--- src/logic/svw_pkg.sv ---
/*
 * Shared constants for the service window supervisor: register offsets,
 * field positions, reset values, timing counts and the fault state type.
 * Assumes a 100 MHz pclk and one instruction-cycle tick input.
 */
package svw_pkg;

   // ==========================================================
   // register offsets (byte addresses, one word each)
   localparam logic [11:0] OFS_SVC = 12'h000;
   localparam logic [11:0] OFS_CTRL = 12'h004;
   localparam logic [11:0] OFS_STAT = 12'h008;
   localparam logic [11:0] OFS_IDLE = 12'h00c;

   // ==========================================================
   // service_key_register layout
   localparam int SVC_WIN_HI = 7;
   localparam int SVC_WIN_LO = 6;
   localparam int SVC_KEY_HI = 5;
   localparam int SVC_KEY_LO = 1;
   localparam int SVC_CM_BIT = 0;
   localparam logic [4:0] KEY_VAL = 5'h0c;
   localparam logic [1:0] WIN_RST = 2'h3;
   localparam logic CM_RST = 1'b1;

   // ==========================================================
   // control and status bits
   localparam int CTRL_CLOCK_DELAY_SELECT_BIT = 0;
   localparam int CTRL_RC_BIT = 1;
   localparam logic [1:0] CTRL_RST = 2'h0;
   localparam int STAT_PEND_BIT = 0;
   localparam int STAT_FAULT_BIT = 1;
   localparam int STAT_FIRST_BIT = 2;
   localparam int STAT_CMERR_BIT = 3;

   // ==========================================================
   // timing, in instruction cycles unless named otherwise
   localparam logic [16:0] LOWER_LIMIT = 17'h00100;
   localparam logic [16:0] UPPER_BASE = 17'h02000;
   localparam logic [4:0] HOLD_CYC = 5'h10;
   localparam int IDLE_TICK_BIT = 12;
   localparam int CLK_PERIOD_NS = 10;
   // 10 Hz instruction clock period: slowest clock still accepted, any slower one rejected
   localparam int CM_REJECT_NS = 100000000;
   localparam int CM_LIMIT_CYC = CM_REJECT_NS / CLK_PERIOD_NS;

   typedef enum logic [1:0] {
      FS_RUN,
      FS_WAIT_LOW,
      FS_HOLD,
      FS_WAIT_HIGH
   } svw_fault_state_t;

endpackage : svw_pkg

--- src/logic/svw_clk_mon.sv ---
/*
 * Clock monitor: counts pclk cycles between instruction-cycle ticks and
 * flags an error once the gap reaches LIMIT.
 * Assumes inst_tick is a one-cycle pulse in the pclk domain.
 */
`timescale 1ns/1ns
module svw_clk_mon #(
   parameter int LIMIT = svw_pkg::CM_LIMIT_CYC,
   parameter int CNT_W = 24
) (
   input wire logic pclk,
   input wire logic presetn,
   input wire logic clk_en,
   input wire logic mon_en,
   input wire logic inst_tick,
   output logic cm_err_q
);

   logic [CNT_W-1:0] gap_q;
   logic [CNT_W-1:0] gap_d;
   logic cm_err_d;

   // ==========================================================
   // gap counter
   always_comb
   begin
      gap_d = gap_q;
      cm_err_d = cm_err_q;
      if (!mon_en)
      begin
         gap_d = '0;
         cm_err_d = 1'b0;
      end
      else if (inst_tick)
      begin
         // a tick means the clock is back: error ends with it
         gap_d = '0;
         cm_err_d = 1'b0;
      end
      else if (gap_q == CNT_W'(LIMIT - 1))
         cm_err_d = 1'b1;
      else
         gap_d = gap_q + 1'b1;
   end

   always_ff @(posedge pclk or negedge presetn)
   begin
      if (!presetn)
      begin
         gap_q <= '0;
         cm_err_q <= 1'b0;
      end
      else if (clk_en)
      begin
         gap_q <= gap_d;
         cm_err_q <= cm_err_d;
      end
   end

endmodule : svw_clk_mon

--- src/logic/svw_top.sv ---
/*
 * Service window supervisor with clock monitor, idle counter and an
 * APB register slave. Fault pin is open-drain, active low.
 * Assumes inst_tick, halt_mode and idle_mode come from pclk-domain logic;
 * the fault pin level comes back from outside and is synchronised.
 */
`timescale 1ns/1ns
module svw_top #(
   parameter int ADDR_W = 12,
   parameter int IDLE_W = 16,
   parameter int CM_LIMIT = svw_pkg::CM_LIMIT_CYC
) (
   input wire logic pclk,
   input wire logic presetn,
   input wire logic por_n,
   input wire logic clk_en,
   input wire logic psel,
   input wire logic penable,
   input wire logic pwrite,
   input wire logic [ADDR_W-1:0] paddr,
   input wire logic [31:0] pwdata,
   output logic [31:0] prdata,
   output logic pready,
   output logic pslverr,
   input wire logic inst_tick,
   input wire logic halt_mode,
   input wire logic idle_mode,
   input wire logic sup_fault_n_i,
   output logic sup_fault_n_o,
   output logic sup_fault_oe
);

   logic [31:0] prdata_q, prdata_d;
   logic pready_q, pready_d, pslverr_q, pslverr_d;
   logic setup, wr_done, hit;
   logic [ADDR_W-1:0] ofs_svc, ofs_ctrl, ofs_stat, ofs_idle;
   logic [16:0] cnt_q, cnt_d, limit;
   logic [1:0] win_q, win_d, ctrl_q, ctrl_d;
   logic cm_en_q, cm_en_d, first_q, first_d, pend_q, pend_d;
   logic halt_q, idle_q, lowpow, run, key_ok, fields_ok;
   logic svc_wr, svc_bad, timeout, wd_err, halt_exit, idle_exit, reload;
   logic tick_toggle;
   logic [IDLE_W-1:0] idle_cnt_q, idle_cnt_d;
   logic pin_s1_q, pin_s2_q;
   svw_pkg::svw_fault_state_t fs_q, fs_d;
   logic [4:0] hold_q, hold_d;
   logic fault_n_q, fault_n_d, fault_oe_q, cm_err;

   assign ofs_svc = ADDR_W'(svw_pkg::OFS_SVC);
   assign ofs_ctrl = ADDR_W'(svw_pkg::OFS_CTRL);
   assign ofs_stat = ADDR_W'(svw_pkg::OFS_STAT);
   assign ofs_idle = ADDR_W'(svw_pkg::OFS_IDLE);
   assign prdata = prdata_q;
   assign pready = pready_q;
   assign pslverr = pslverr_q;
   assign sup_fault_n_o = fault_n_q;
   assign sup_fault_oe = fault_oe_q;

   // ==========================================================
   // APB slave: answer in the first cycle of the access phase
   always_comb
   begin
      setup = psel && !penable;
      wr_done = psel && penable && pwrite && pready_q;
      hit = (paddr == ofs_svc) || (paddr == ofs_ctrl) ||
         (paddr == ofs_stat) || (paddr == ofs_idle);
      pready_d = 1'b0;
      pslverr_d = 1'b0;
      prdata_d = 32'h00000000;
      if (setup)
      begin
         pready_d = 1'b1;
         pslverr_d = !hit;
         if (!pwrite)
         begin
            if (paddr == ofs_svc)
            begin
               // key bits stay zero on purpose
               prdata_d[svw_pkg::SVC_WIN_HI:svw_pkg::SVC_WIN_LO] = win_q;
               prdata_d[svw_pkg::SVC_CM_BIT] = cm_en_q;
            end
            else if (paddr == ofs_ctrl)
               prdata_d[1:0] = ctrl_q;
            else if (paddr == ofs_stat)
            begin
               prdata_d[svw_pkg::STAT_PEND_BIT] = pend_q;
               prdata_d[svw_pkg::STAT_FAULT_BIT] = !run;
               prdata_d[svw_pkg::STAT_FIRST_BIT] = first_q;
               prdata_d[svw_pkg::STAT_CMERR_BIT] = cm_err;
            end
            else if (paddr == ofs_idle)
               prdata_d[IDLE_W-1:0] = idle_cnt_q;
         end
      end
      else if (psel && penable && !pready_q)
      begin
         pready_d = 1'b1;
         pslverr_d = pslverr_q;
         prdata_d = prdata_q;
      end
   end

   always_ff @(posedge pclk or negedge presetn)
   begin
      if (!presetn)
      begin
         pready_q <= 1'b0;
         pslverr_q <= 1'b0;
         prdata_q <= 32'h00000000;
      end
      else if (clk_en)
      begin
         pready_q <= pready_d;
         pslverr_q <= pslverr_d;
         prdata_q <= prdata_d;
      end
   end

   // ==========================================================
   // service window
   always_comb
   begin
      run = (fs_q == svw_pkg::FS_RUN);
      lowpow = halt_mode || idle_mode;
      limit = svw_pkg::UPPER_BASE << win_q;
      key_ok = (pwdata[svw_pkg::SVC_KEY_HI:svw_pkg::SVC_KEY_LO] ==
         svw_pkg::KEY_VAL);
      fields_ok = key_ok &&
         (pwdata[svw_pkg::SVC_WIN_HI:svw_pkg::SVC_WIN_LO] == win_q) &&
         (pwdata[svw_pkg::SVC_CM_BIT] == cm_en_q);
      // writes while the pin is driven are dropped
      svc_wr = wr_done && (paddr == ofs_svc) && run;
      // first write: key only, and no lower limit
      svc_bad = first_q ?
         (!fields_ok || (cnt_q < svw_pkg::LOWER_LIMIT)) :
         !key_ok;
      timeout = inst_tick && run && !lowpow &&
         (cnt_q == limit - 17'h00001);
      wd_err = (svc_wr && svc_bad) || timeout;
      idle_exit = idle_q && !idle_mode;
      halt_exit = halt_q && !halt_mode;
      reload = !(ctrl_q[svw_pkg::CTRL_RC_BIT] &&
         !ctrl_q[svw_pkg::CTRL_CLOCK_DELAY_SELECT_BIT]);
      cnt_d = cnt_q;
      win_d = win_q;
      cm_en_d = cm_en_q;
      first_d = first_q;
      ctrl_d = ctrl_q;
      if (!run)
         cnt_d = 17'h00000;
      else if (svc_wr && !svc_bad)
      begin
         cnt_d = 17'h00000;
         if (!first_q)
         begin
            win_d = pwdata[svw_pkg::SVC_WIN_HI:svw_pkg::SVC_WIN_LO];
            cm_en_d = pwdata[svw_pkg::SVC_CM_BIT];
            first_d = 1'b1;
         end
      end
      else if (idle_exit)
         cnt_d = 17'h00000;
      else if (halt_exit && reload)
         cnt_d = 17'h00000;
      else if (inst_tick && !lowpow)
         cnt_d = cnt_q + 17'h00001;
      if (wr_done && (paddr == ofs_ctrl))
         ctrl_d = pwdata[1:0];
   end

   always_ff @(posedge pclk or negedge presetn)
   begin
      if (!presetn)
      begin
         cnt_q <= 17'h00000;
         win_q <= svw_pkg::WIN_RST;
         cm_en_q <= svw_pkg::CM_RST;
         first_q <= 1'b0;
         ctrl_q <= svw_pkg::CTRL_RST;
         halt_q <= 1'b0;
         idle_q <= 1'b0;
      end
      else if (clk_en)
      begin
         cnt_q <= cnt_d;
         win_q <= win_d;
         cm_en_q <= cm_en_d;
         first_q <= first_d;
         ctrl_q <= ctrl_d;
         halt_q <= halt_mode;
         idle_q <= idle_mode;
      end
   end

   // ==========================================================
   // idle counter: only power-on clears it
   always_comb
   begin
      tick_toggle = inst_tick &&
         (idle_cnt_q[svw_pkg::IDLE_TICK_BIT-1:0] == '1);
      idle_cnt_d = inst_tick ? idle_cnt_q + 1'b1 : idle_cnt_q;
      // set beats a clear in the same cycle
      pend_d = tick_toggle || (pend_q && !(wr_done &&
         (paddr == ofs_stat) && pwdata[svw_pkg::STAT_PEND_BIT]));
   end

   always_ff @(posedge pclk or negedge por_n)
   begin
      if (!por_n)
         idle_cnt_q <= '0;
      else if (clk_en)
         idle_cnt_q <= idle_cnt_d;
   end

   always_ff @(posedge pclk or negedge presetn)
   begin
      if (!presetn)
         pend_q <= 1'b0;
      else if (clk_en)
         pend_q <= pend_d;
   end

   // ==========================================================
   // clock monitor, awake in halt and idle as well
   svw_clk_mon #(
      .LIMIT(CM_LIMIT),
      .CNT_W(32)
   ) u_clk_mon (
      .pclk(pclk),
      .presetn(presetn),
      .clk_en(clk_en),
      .mon_en(cm_en_q),
      .inst_tick(inst_tick),
      .cm_err_q(cm_err)
   );

   // ==========================================================
   // fault pin: pull low, hold 16 ticks after pin reads low
   always_ff @(posedge pclk or negedge presetn)
   begin
      if (!presetn)
      begin
         pin_s1_q <= 1'b1;
         pin_s2_q <= 1'b1;
      end
      else if (clk_en)
      begin
         pin_s1_q <= sup_fault_n_i;
         pin_s2_q <= pin_s1_q;
      end
   end

   always_comb
   begin
      fs_d = fs_q;
      hold_d = hold_q;
      case (fs_q)
         svw_pkg::FS_RUN:
            if (wd_err || cm_err)
               fs_d = svw_pkg::FS_WAIT_LOW;
         svw_pkg::FS_WAIT_LOW:
            if (!pin_s2_q)
            begin
               fs_d = svw_pkg::FS_HOLD;
               hold_d = 5'h00;
            end
         svw_pkg::FS_HOLD:
            // a slow clock keeps the pin low until it recovers
            if (cm_err)
               hold_d = 5'h00;
            else if (inst_tick)
            begin
               if (hold_q == svw_pkg::HOLD_CYC - 5'h01)
                  fs_d = svw_pkg::FS_WAIT_HIGH;
               else
                  hold_d = hold_q + 5'h01;
            end
         svw_pkg::FS_WAIT_HIGH:
            if (cm_err)
               fs_d = svw_pkg::FS_WAIT_LOW;
            else if (pin_s2_q)
               fs_d = svw_pkg::FS_RUN;
         default:
            fs_d = svw_pkg::FS_RUN;
      endcase
      fault_n_d = !((fs_d == svw_pkg::FS_WAIT_LOW) ||
         (fs_d == svw_pkg::FS_HOLD));
   end

   always_ff @(posedge pclk or negedge presetn)
   begin
      if (!presetn)
      begin
         fs_q <= svw_pkg::FS_RUN;
         hold_q <= 5'h00;
         fault_n_q <= 1'b1;
         fault_oe_q <= 1'b0;
      end
      else if (clk_en)
      begin
         fs_q <= fs_d;
         hold_q <= hold_d;
         fault_n_q <= fault_n_d;
         fault_oe_q <= !fault_n_d;
      end
   end
endmodule : svw_top

--- config.mk ---
export PLATFORM = sky130hd
export DESIGN_NAME = svw_top
export DESIGN_NICKNAME = d
export VERILOG_FILES = /design/src/logic/svw_pkg.sv /design/src/logic/svw_clk_mon.sv /design/src/logic/svw_top.sv
export SDC_FILE = /design/constraint.sdc
export NUM_CORES = 1
export LEC_CHECK = 0
export BUFFER_PORTS_ARGS = -buffer_cell sky130_fd_sc_hd__buf_2
export CAP_MARGIN = 20
export CORE_ASPECT_RATIO = 1.5
export CORE_UTILIZATION = 50
export CTS_CLUSTER_DIAMETER = 150
export DETAILED_ROUTE_END_ITERATION = 16
export PLACE_DENSITY = 0.72
export SLEW_MARGIN = 20
export SYNTH_ARGS = -nofsm -noshare
export SYNTH_HDL_FRONTEND = slang
export SYNTH_HIERARCHICAL = 1
export SYNTH_SLANG_ARGS = --single-unit
--- constraint.sdc ---
create_clock -name pclk -period 3.8 [get_ports pclk]
set_input_delay 1.14 -clock pclk [delete_from_list [all_inputs] [get_ports pclk]]
set_output_delay 1.14 -clock pclk [all_outputs]
set_load 0.02 [all_outputs]
==> impl_summary.log, run 1 <==
[metrics] Worst path top cell family by delay: simple AND/OR/NAND/NOR gates
[metrics] share of total power in sequential cells: 51.1%
[metrics] critical path class: in -> reg
[metrics] Root Buffer Master: sky130_fd_sc_hd__clkbuf_16
[metrics] ratio of cells with drive above 1 in the final layout: 16.6%
[metrics] count of flip-flops with a built-in enable after synthesis: 0
[metrics] last weighted congestion value of the routability-driven placer: 0.871
[metrics] fraction of power spent switching nets: 29.6%
[metrics] global-route wire length before repair: 21.9 mm
[metrics] highest clock frequency the design can meet: 355 MHz
[metrics] static power due to leakage: 2.69 nW
[metrics] Setup TNS Final: 0 ns
[metrics] number of sinks handled by clock tree synthesis: 104
[metrics] power spent charging and discharging nets: 0.742 mW
[metrics] final setup violation count: 0
[metrics] Die Span Y: 133 um
[metrics] portion of total power attributed to combinational logic: 13.3%
[metrics] average detailed-routed wire length per instance: 16.8 um
[metrics] Core Footprint: 11100 sq um
[metrics] worst hold-check path type: reg -> reg
[metrics] RSZ-0062 raised after global routing: false
[metrics] die span in x: 89 um
[metrics] Crit path depth: 6
[metrics] Mapped Cells: 588
[metrics] kind of end point of the critical path: flip-flop
[metrics] number of DRC violations after detailed routing: 0
[metrics] Hold-fix buffers, CTS: 0
[metrics] total routed wirelength: 13.1 mm
[metrics] crit path DAT: 3.06 ns
[metrics] total half-perimeter wirelength after legalization and detailed placement: 9.17 mm
[metrics] number of max-slew violations in the final report: 0
[metrics] post-route clock period utilization: 74.1%
[metrics] startpoint of the lowest-slack register-to-register path: hold_q[0]$_DFFE_PN0P_
[metrics] power density over cell area: 399 nW/um^2
[metrics] worst endpoint required time: 4.04 ns
[metrics] number of iterations in the first detailed-routing pass: 4
[metrics] Peak supply drop: 0.246 mV
[metrics] Post-CTS Setup Bufs: 0
[metrics] path depth of the worst reg2reg path: 8
[metrics] final critical path time including I/O delays and setup: 2.82 ns
[metrics] Inst Count DP: 765
[metrics] total of flip-flops plus latches after synthesis: 104
[metrics] all-layer global routing usage: 23.6%
[metrics] via count of the routed design: 4672
[metrics] synthesized area per cell: 9.65 sq um
[metrics] number of distinct library cells after synthesis: 71
[metrics] count of fill cells added during filler insertion: 999
[metrics] end of the worst register-to-register path: hold_q[3]$_DFFE_PN0P_
[metrics] Post-layout nets: 689
[metrics] top flip-flop cell by instance count after synthesis: sky130_fd_sc_hd__dfrtp_1
[metrics] maximum fanout along the worst path: 5
[metrics] part of the total power dissipated in the clock network: 35.6%
[metrics] initial antenna violation count: 0
[metrics] non-filler cells, final: 781
[metrics] worst path bufs/invs: 1
[metrics] P&R area growth vs syn: 10.6%
[metrics] final global-route overflow total: 0
[metrics] fraction of registers with async set or reset after synthesis: 100%
[metrics] sequential element share of the synthesized area: 46.0%
[metrics] flop2flop setup slack: 1.55 ns
[metrics] largest net degree at the start of global routing: 49
[metrics] vias in the first global route: 4652
[metrics] cell count of the worst hold path: 1
[metrics] H-tree depth reported by CTS: 3
[metrics] drt initial violations: 238
[metrics] number of standard-cell rows in the floorplan: 47
[metrics] clock skew: 0.0109 ns
[metrics] CTS tree: built
[metrics] Worst Max-Slew Pin Slew: 0.777 ns
[metrics] Max Cap Viol: 0
[metrics] total of warnings raised by yosys: 6
[metrics] slowest stage delay, CP: 0.54 ns
[metrics] clk_lat worst skew: 0.36 ns
[metrics] startpoint types: primary input
[metrics] input/output buffers: 50
[metrics] maximum buffer depth of the clock tree: 2
[metrics] worst path cell trace: buf_2 -> or4_4 -> nor4_4 -> nand3_2 -> or3b_4 -> mux2_4
[metrics] starting utilization of the core area: 51.3%
[metrics] number of routed nets with antenna violations: 0
[metrics] Die Outline Area: 11800 sq um
[metrics] number of CTS-inserted buffers: 9
[metrics] final standard cell area without fillers: 6280 sq um
[metrics] instance area after placement: 6000 sq um
[metrics] Vias/cell: 5.98
[metrics] status: finished clean
[metrics] number of top-level pins: 91
[metrics] startpoint of the most critical hold path: idle_cnt_q[15]$_DFFE_PN0P_
[metrics] post-cts gate resize count: 0
[metrics] Clk pin slew, worst setup/hold paths: 0.07 ns
[metrics] tightest slew margin relative to the limit: 47.8%
[metrics] Antenna diodes: 0
[metrics] Critical-path top delay cell: sky130_fd_sc_hd__or4_4
[metrics] number of endpoints with negative hold slack in the final report: 0
[metrics] Hold Crit Endpoint: idle_cnt_q[15]$_DFFE_PN0P_
[metrics] internal cell power: 1.77 mW
[metrics] total standard cell area after synthesis: 5680 sq um
synth_stat cells, types with 9 or more instances:
cell type	instances	share of area [%]
sky130_fd_sc_hd__a21oi_1	14	1.2
sky130_fd_sc_hd__nand3_1	29	2.6
sky130_fd_sc_hd__nor2_1	38	2.5
sky130_fd_sc_hd__nand4_1	23	2.5
sky130_fd_sc_hd__nor4_1	18	2.0
sky130_fd_sc_hd__or4_1	9	1.2
sky130_fd_sc_hd__inv_1	14	0.93
sky130_fd_sc_hd__nor3_1	9	0.79
sky130_fd_sc_hd__nand2b_1	12	1.3
sky130_fd_sc_hd__clkbuf_1	21	1.4
sky130_fd_sc_hd__o21ai_0	25	2.2
sky130_fd_sc_hd__a22o_1	10	1.5
sky130_fd_sc_hd__o31ai_1	9	1.2
sky130_fd_sc_hd__xor2_1	15	2.3
sky130_fd_sc_hd__dfrtp_1	98	43
sky130_fd_sc_hd__xnor2_1	24	3.7
sky130_fd_sc_hd__nand2_1	62	4.1
sky130_fd_sc_hd__and4_1	14	2.2
sky130_fd_sc_hd__buf_4	17	2.2
flip-flops by register name, indices dropped and copies added, names as in the netlist, 2 cells and up:
| signal | cells |
|---|---|
| hold_q | 5 |
| fs_q | 2 |
| idle_cnt_q | 16 |
| ctrl_q | 2 |
| u_clk_mon/gap_q | 32 |
| cnt_q | 17 |
| win_q | 2 |
| prdata | 16 |
power groups by stage:
stage	combinational [mW]	clock [mW]	sequential (mW)
after global placement	0.323	0	1.29
after floorplan	0.247	0	1.27
after global routing	0.374	0.951	1.29
after CTS	0.336	0.906	1.28
after detailed placement	0.334	0	1.30
final	0.334	0.892	1.28
cell usage in the layout, fill, tap and decap left out, drive strengths merged, types with 6 or more instances in the layout:
| cell | instances |
|---|---|
| nand4 | 24 |
| or4 | 10 |
| nor2 | 39 |
| a31oi | 7 |
| nand2b | 12 |
| inv | 16 |
| xor2 | 15 |
| clkbuf | 9 |
| buf | 60 |
| dfrtp | 98 |
| dfstp | 6 |
| o31ai | 9 |
| nand3 | 30 |
| mux2i | 8 |
| nor4 | 20 |
| a21oi | 17 |
| conb | 16 |
| o21ai | 33 |
| nor3 | 9 |
| and3 | 8 |
| mux2 | 9 |
| and4 | 14 |
| nand2 | 62 |
| a22o | 10 |
| xnor2 | 24 |
layer usage:
| metal | up-vias | wire length (um) | track usage, % |
|---|---|---|---|
| met3 | 20 | 392 | 3.93 |
| li1 | 2207 | - | - |
| met5 | - | 0 | 0 |
| met4 | 0 | 267 | 10.7 |
| met1 | 2350 | 5420 | 28.2 |
| met2 | 95 | 7010 | 40.6 |
cells by family (layout without fill, tap and decap cells):
family / after synthesis / after routing / synth area share [%]
simple gates: 251 / 251 / 24.7
other cells: 1 / 16 / 0.0661
xor+xnor: 39 / 39 / 6.02
flops: 104 / 104 / 46.0
mux: 17 / 17 / 3.33
compound gates: 112 / 112 / 13.6
fa+ha+maj: 5 / 5 / 1.10
buf+inv: 59 / 90 / 5.25
cell type report:
type	count	area [sq um]	share of cell area, %
Clock inverter	7	56.3	0.896
Sequential cell	104	2610	41.6
Tap cell	147	184	2.93
Timing Repair Buffer	60	328	5.22
Multi-Input combinational cell	440	2830	45.0
Clock buffer	9	225	3.59
Inverter	14	52.6	0.837
worst max path at each step:
stage                        start                     to  slack [ns]
after global routing      paddr[9]  ctrl_q[1]$_DFFE_PN0P_        0.91
after CTS                 paddr[9]  ctrl_q[1]$_DFFE_PN0P_        0.98
after detailed placement  paddr[9]  ctrl_q[1]$_DFFE_PN0P_        0.60
after floorplan           paddr[9]  ctrl_q[0]$_DFFE_PN0P_        0.84
after global placement    paddr[9]  ctrl_q[0]$_DFFE_PN0P_        0.62
final                     paddr[9]  ctrl_q[1]$_DFFE_PN0P_        0.98
stage by stage:
stage	setup slack (ns)	hold slack, ns	power, mW	utilization (%)
6_report	0.984	0.481	2.51	56.8
5_1_grt	0.914	0.498	2.62	56.8
4_1_cts	0.976	0.480	2.52	56.8
3_5_place_dp	0.605	0.466	1.63	54.3
3_3_place_gp	0.621	0.456	1.62	54.3
2_1_floorplan	0.840	0.437	1.51	-
Power figures use the tool's default switching activity.
==> inputs of run 2 (changes only) <==
==> constraint.sdc (replaced) <==
create_clock -name pclk -period 2.78 [get_ports pclk]
set_input_delay 0.834 -clock pclk [delete_from_list [all_inputs] [get_ports pclk]]
set_output_delay 0.834 -clock pclk [all_outputs]
set_load 0.02 [all_outputs]
==> run 2 against run 1 <==
Critical path depth unchanged. Critical path type unchanged. Via count is 0.92% higher. Largest cell class unchanged. Flip-flop and latch count stayed put.
==> impl_summary.log, run 2 (synthesis results as in run 1) <==
[metrics] status: finished clean
[metrics] Reg area: 2610 sq um
[metrics] post-route clock period utilization: 88.6%
[metrics] kind of end point of the critical path: flip-flop
[metrics] flip-flop count of the largest register after layout: 32
[metrics] power density over cell area: 534 nW/um^2
[metrics] die span in x: 89 um
[metrics] vias in the first global route: 4774
[metrics] flop2flop setup slack: 0.56 ns
[metrics] Die Outline Area: 11800 sq um
[metrics] global-route wire length before repair: 21.8 mm
[metrics] average detailed-routed wire length per instance: 16.4 um
[metrics] Antenna diodes: 0
[metrics] maximum fanout along the worst path: 3
[metrics] number of routed nets with antenna violations: 0
[metrics] number of sinks handled by clock tree synthesis: 104
[metrics] Post-CTS Setup Bufs: 0
[metrics] total half-perimeter wirelength after legalization and detailed placement: 9.38 mm
[metrics] CTS tree: built
[metrics] highest clock frequency the design can meet: 406 MHz
[metrics] number of top-level pins: 91
[metrics] Final Total Pwr: 3.41 mW
[metrics] last weighted congestion value of the routability-driven placer: 0.886
[metrics] starting utilization of the core area: 51.3%
[metrics] initial antenna violation count: 0
[metrics] Clk pin slew, worst setup/hold paths: 0.08 ns
[metrics] Vias/cell: 5.94
[metrics] number of DRC violations after detailed routing: 0
[metrics] Peak supply drop: 0.295 mV
[metrics] Worst Max-Slew Pin Slew: 0.804 ns
[metrics] P&R area growth vs syn: 12.6%
[metrics] ratio of cells with drive above 1 in the final layout: 18.2%
[metrics] Root Buffer Master: sky130_fd_sc_hd__clkbuf_16
[metrics] largest net degree at the start of global routing: 64
[metrics] number of iterations in the first detailed-routing pass: 4
[metrics] Core Footprint: 11100 sq um
[metrics] final global-route overflow total: 0
[metrics] drt initial violations: 197
[metrics] startpoint types: primary input
[metrics] number of CTS-inserted buffers: 9
[metrics] final critical path time including I/O delays and setup: 2.46 ns
[metrics] most frequent cells in the layout: sky130_fd_sc_hd__dfrtp_1 (98), sky130_fd_sc_hd__nand2_1 (62), sky130_fd_sc_hd__buf_2 (49)
[metrics] number of standard-cell rows in the floorplan: 47
[metrics] post-cts gate resize count: 0
[metrics] all-layer global routing usage: 23.5%
[metrics] crit path DAT: 2.71 ns
[metrics] tightest slew margin relative to the limit: 46.4%
[metrics] number of max-slew violations in the final report: 0
[metrics] final setup violation count: 0
[metrics] Fin Hold WS: 0.387 ns
[metrics] via count of the routed design: 4715
[metrics] clk_lat worst skew: 0.35 ns
[metrics] maximum buffer depth of the clock tree: 2
[metrics] Max Cap Viol: 0
[metrics] leading cell type in the layout, fill and taps excluded: sky130_fd_sc_hd__dfrtp_1
[metrics] number of endpoints with negative hold slack in the final report: 0
[metrics] largest reg by FF count: u_clk_mon/gap_q
[metrics] total routed wirelength: 13.0 mm
[metrics] area of combinational cells with multiple inputs: 2830 sq um
[metrics] Die Span Y: 133 um
[metrics] worst endpoint required time: 3.03 ns
[metrics] input/output buffers: 50
[metrics] clock skew: 0.00789 ns
[metrics] RSZ-0062 raised after global routing: false
[metrics] Util after Layout: 57.8%
[metrics] Post-layout nets: 702
[metrics] count of fill cells added during filler insertion: 986
[metrics] static power due to leakage: 2.76 nW
[metrics] Hold-fix buffers, CTS: 0
[metrics] worst hold-check path type: in -> async
[metrics] H-tree depth reported by CTS: 3
[metrics] leading registers by flop count: u_clk_mon/gap_q (32), cnt_q (17)
[metrics] Inst Count DP: 778
[metrics] critical path class: in -> reg
[metrics] non-filler cells, final: 794
## run 2: final cells by class
cell class,instances,share of cell area (%)
multi-input cells,440,44.2
flip-flops and latches,104,40.8
repair buffers,73,6.85
clock buffers,9,3.52
well taps,147,2.88
clock inverters,7,0.862
inverters,14,0.822
## run 2: final timing paths
check / cells past startpoint / startpoint / endpoint
max: 6 / paddr[9] / fs_q[0]$_DFFE_PN0P_
min: 1 / por_n / idle_cnt_q[6]$_DFFE_PN0P_
max reg2reg: 8 / hold_q[0]$_DFFE_PN0P_ / hold_q[2]$_DFFE_PN0P_
min reg2reg: 2 / prdata[0]$_DFFE_PN0P_ / prdata[0]$_DFFE_PN0P_
max in group asynchronous: 2 / presetn / u_clk_mon/gap_q[5]$_DFFE_PN0P_
min in group pclk: 2 / prdata[0]$_DFFE_PN0P_ / prdata[0]$_DFFE_PN0P_
## run 2: through the flow
step           worst slack [ns]  area [sq um]   TNS, ns
2_1_floorplan             0.126          5730         0
3_3_place_gp             0.0271          6110         0
3_5_place_dp           -0.00934          6110  -0.00934
4_1_cts                   0.348          6390         0
5_1_grt                   0.195          6390         0
6_report                  0.317          6390         0
## run 2: worst max-delay path, stage by stage
cell,delay (ns)
sky130_fd_sc_hd__buf_2,0.09
sky130_fd_sc_hd__or4_4,0.54
sky130_fd_sc_hd__or4_1,0.57
sky130_fd_sc_hd__a311oi_1,0.31
sky130_fd_sc_hd__a211oi_1,0.13
sky130_fd_sc_hd__a311oi_1,0.23
## run 2: layer usage
| metal | part of all wire (%) | GRT usage [%] |
|---|---|---|
| met1 | 40 | 26.5 |
| met2 | 54 | 43.1 |
| met3 | 3.6 | 3.31 |
| met4 | 2.1 | 9.88 |
| met5 | 0 | 0 |
## run 2: power breakdown
group | leakage (nW) | internal [mW] | switching (mW) | total, mW
sequential | 1.41 | 1.62 | 0.134 | 1.75
clock | 0.132 | 0.616 | 0.591 | 1.21
combinational | 1.22 | 0.185 | 0.273 | 0.458
total | 2.76 | 2.42 | 0.999 | 3.41
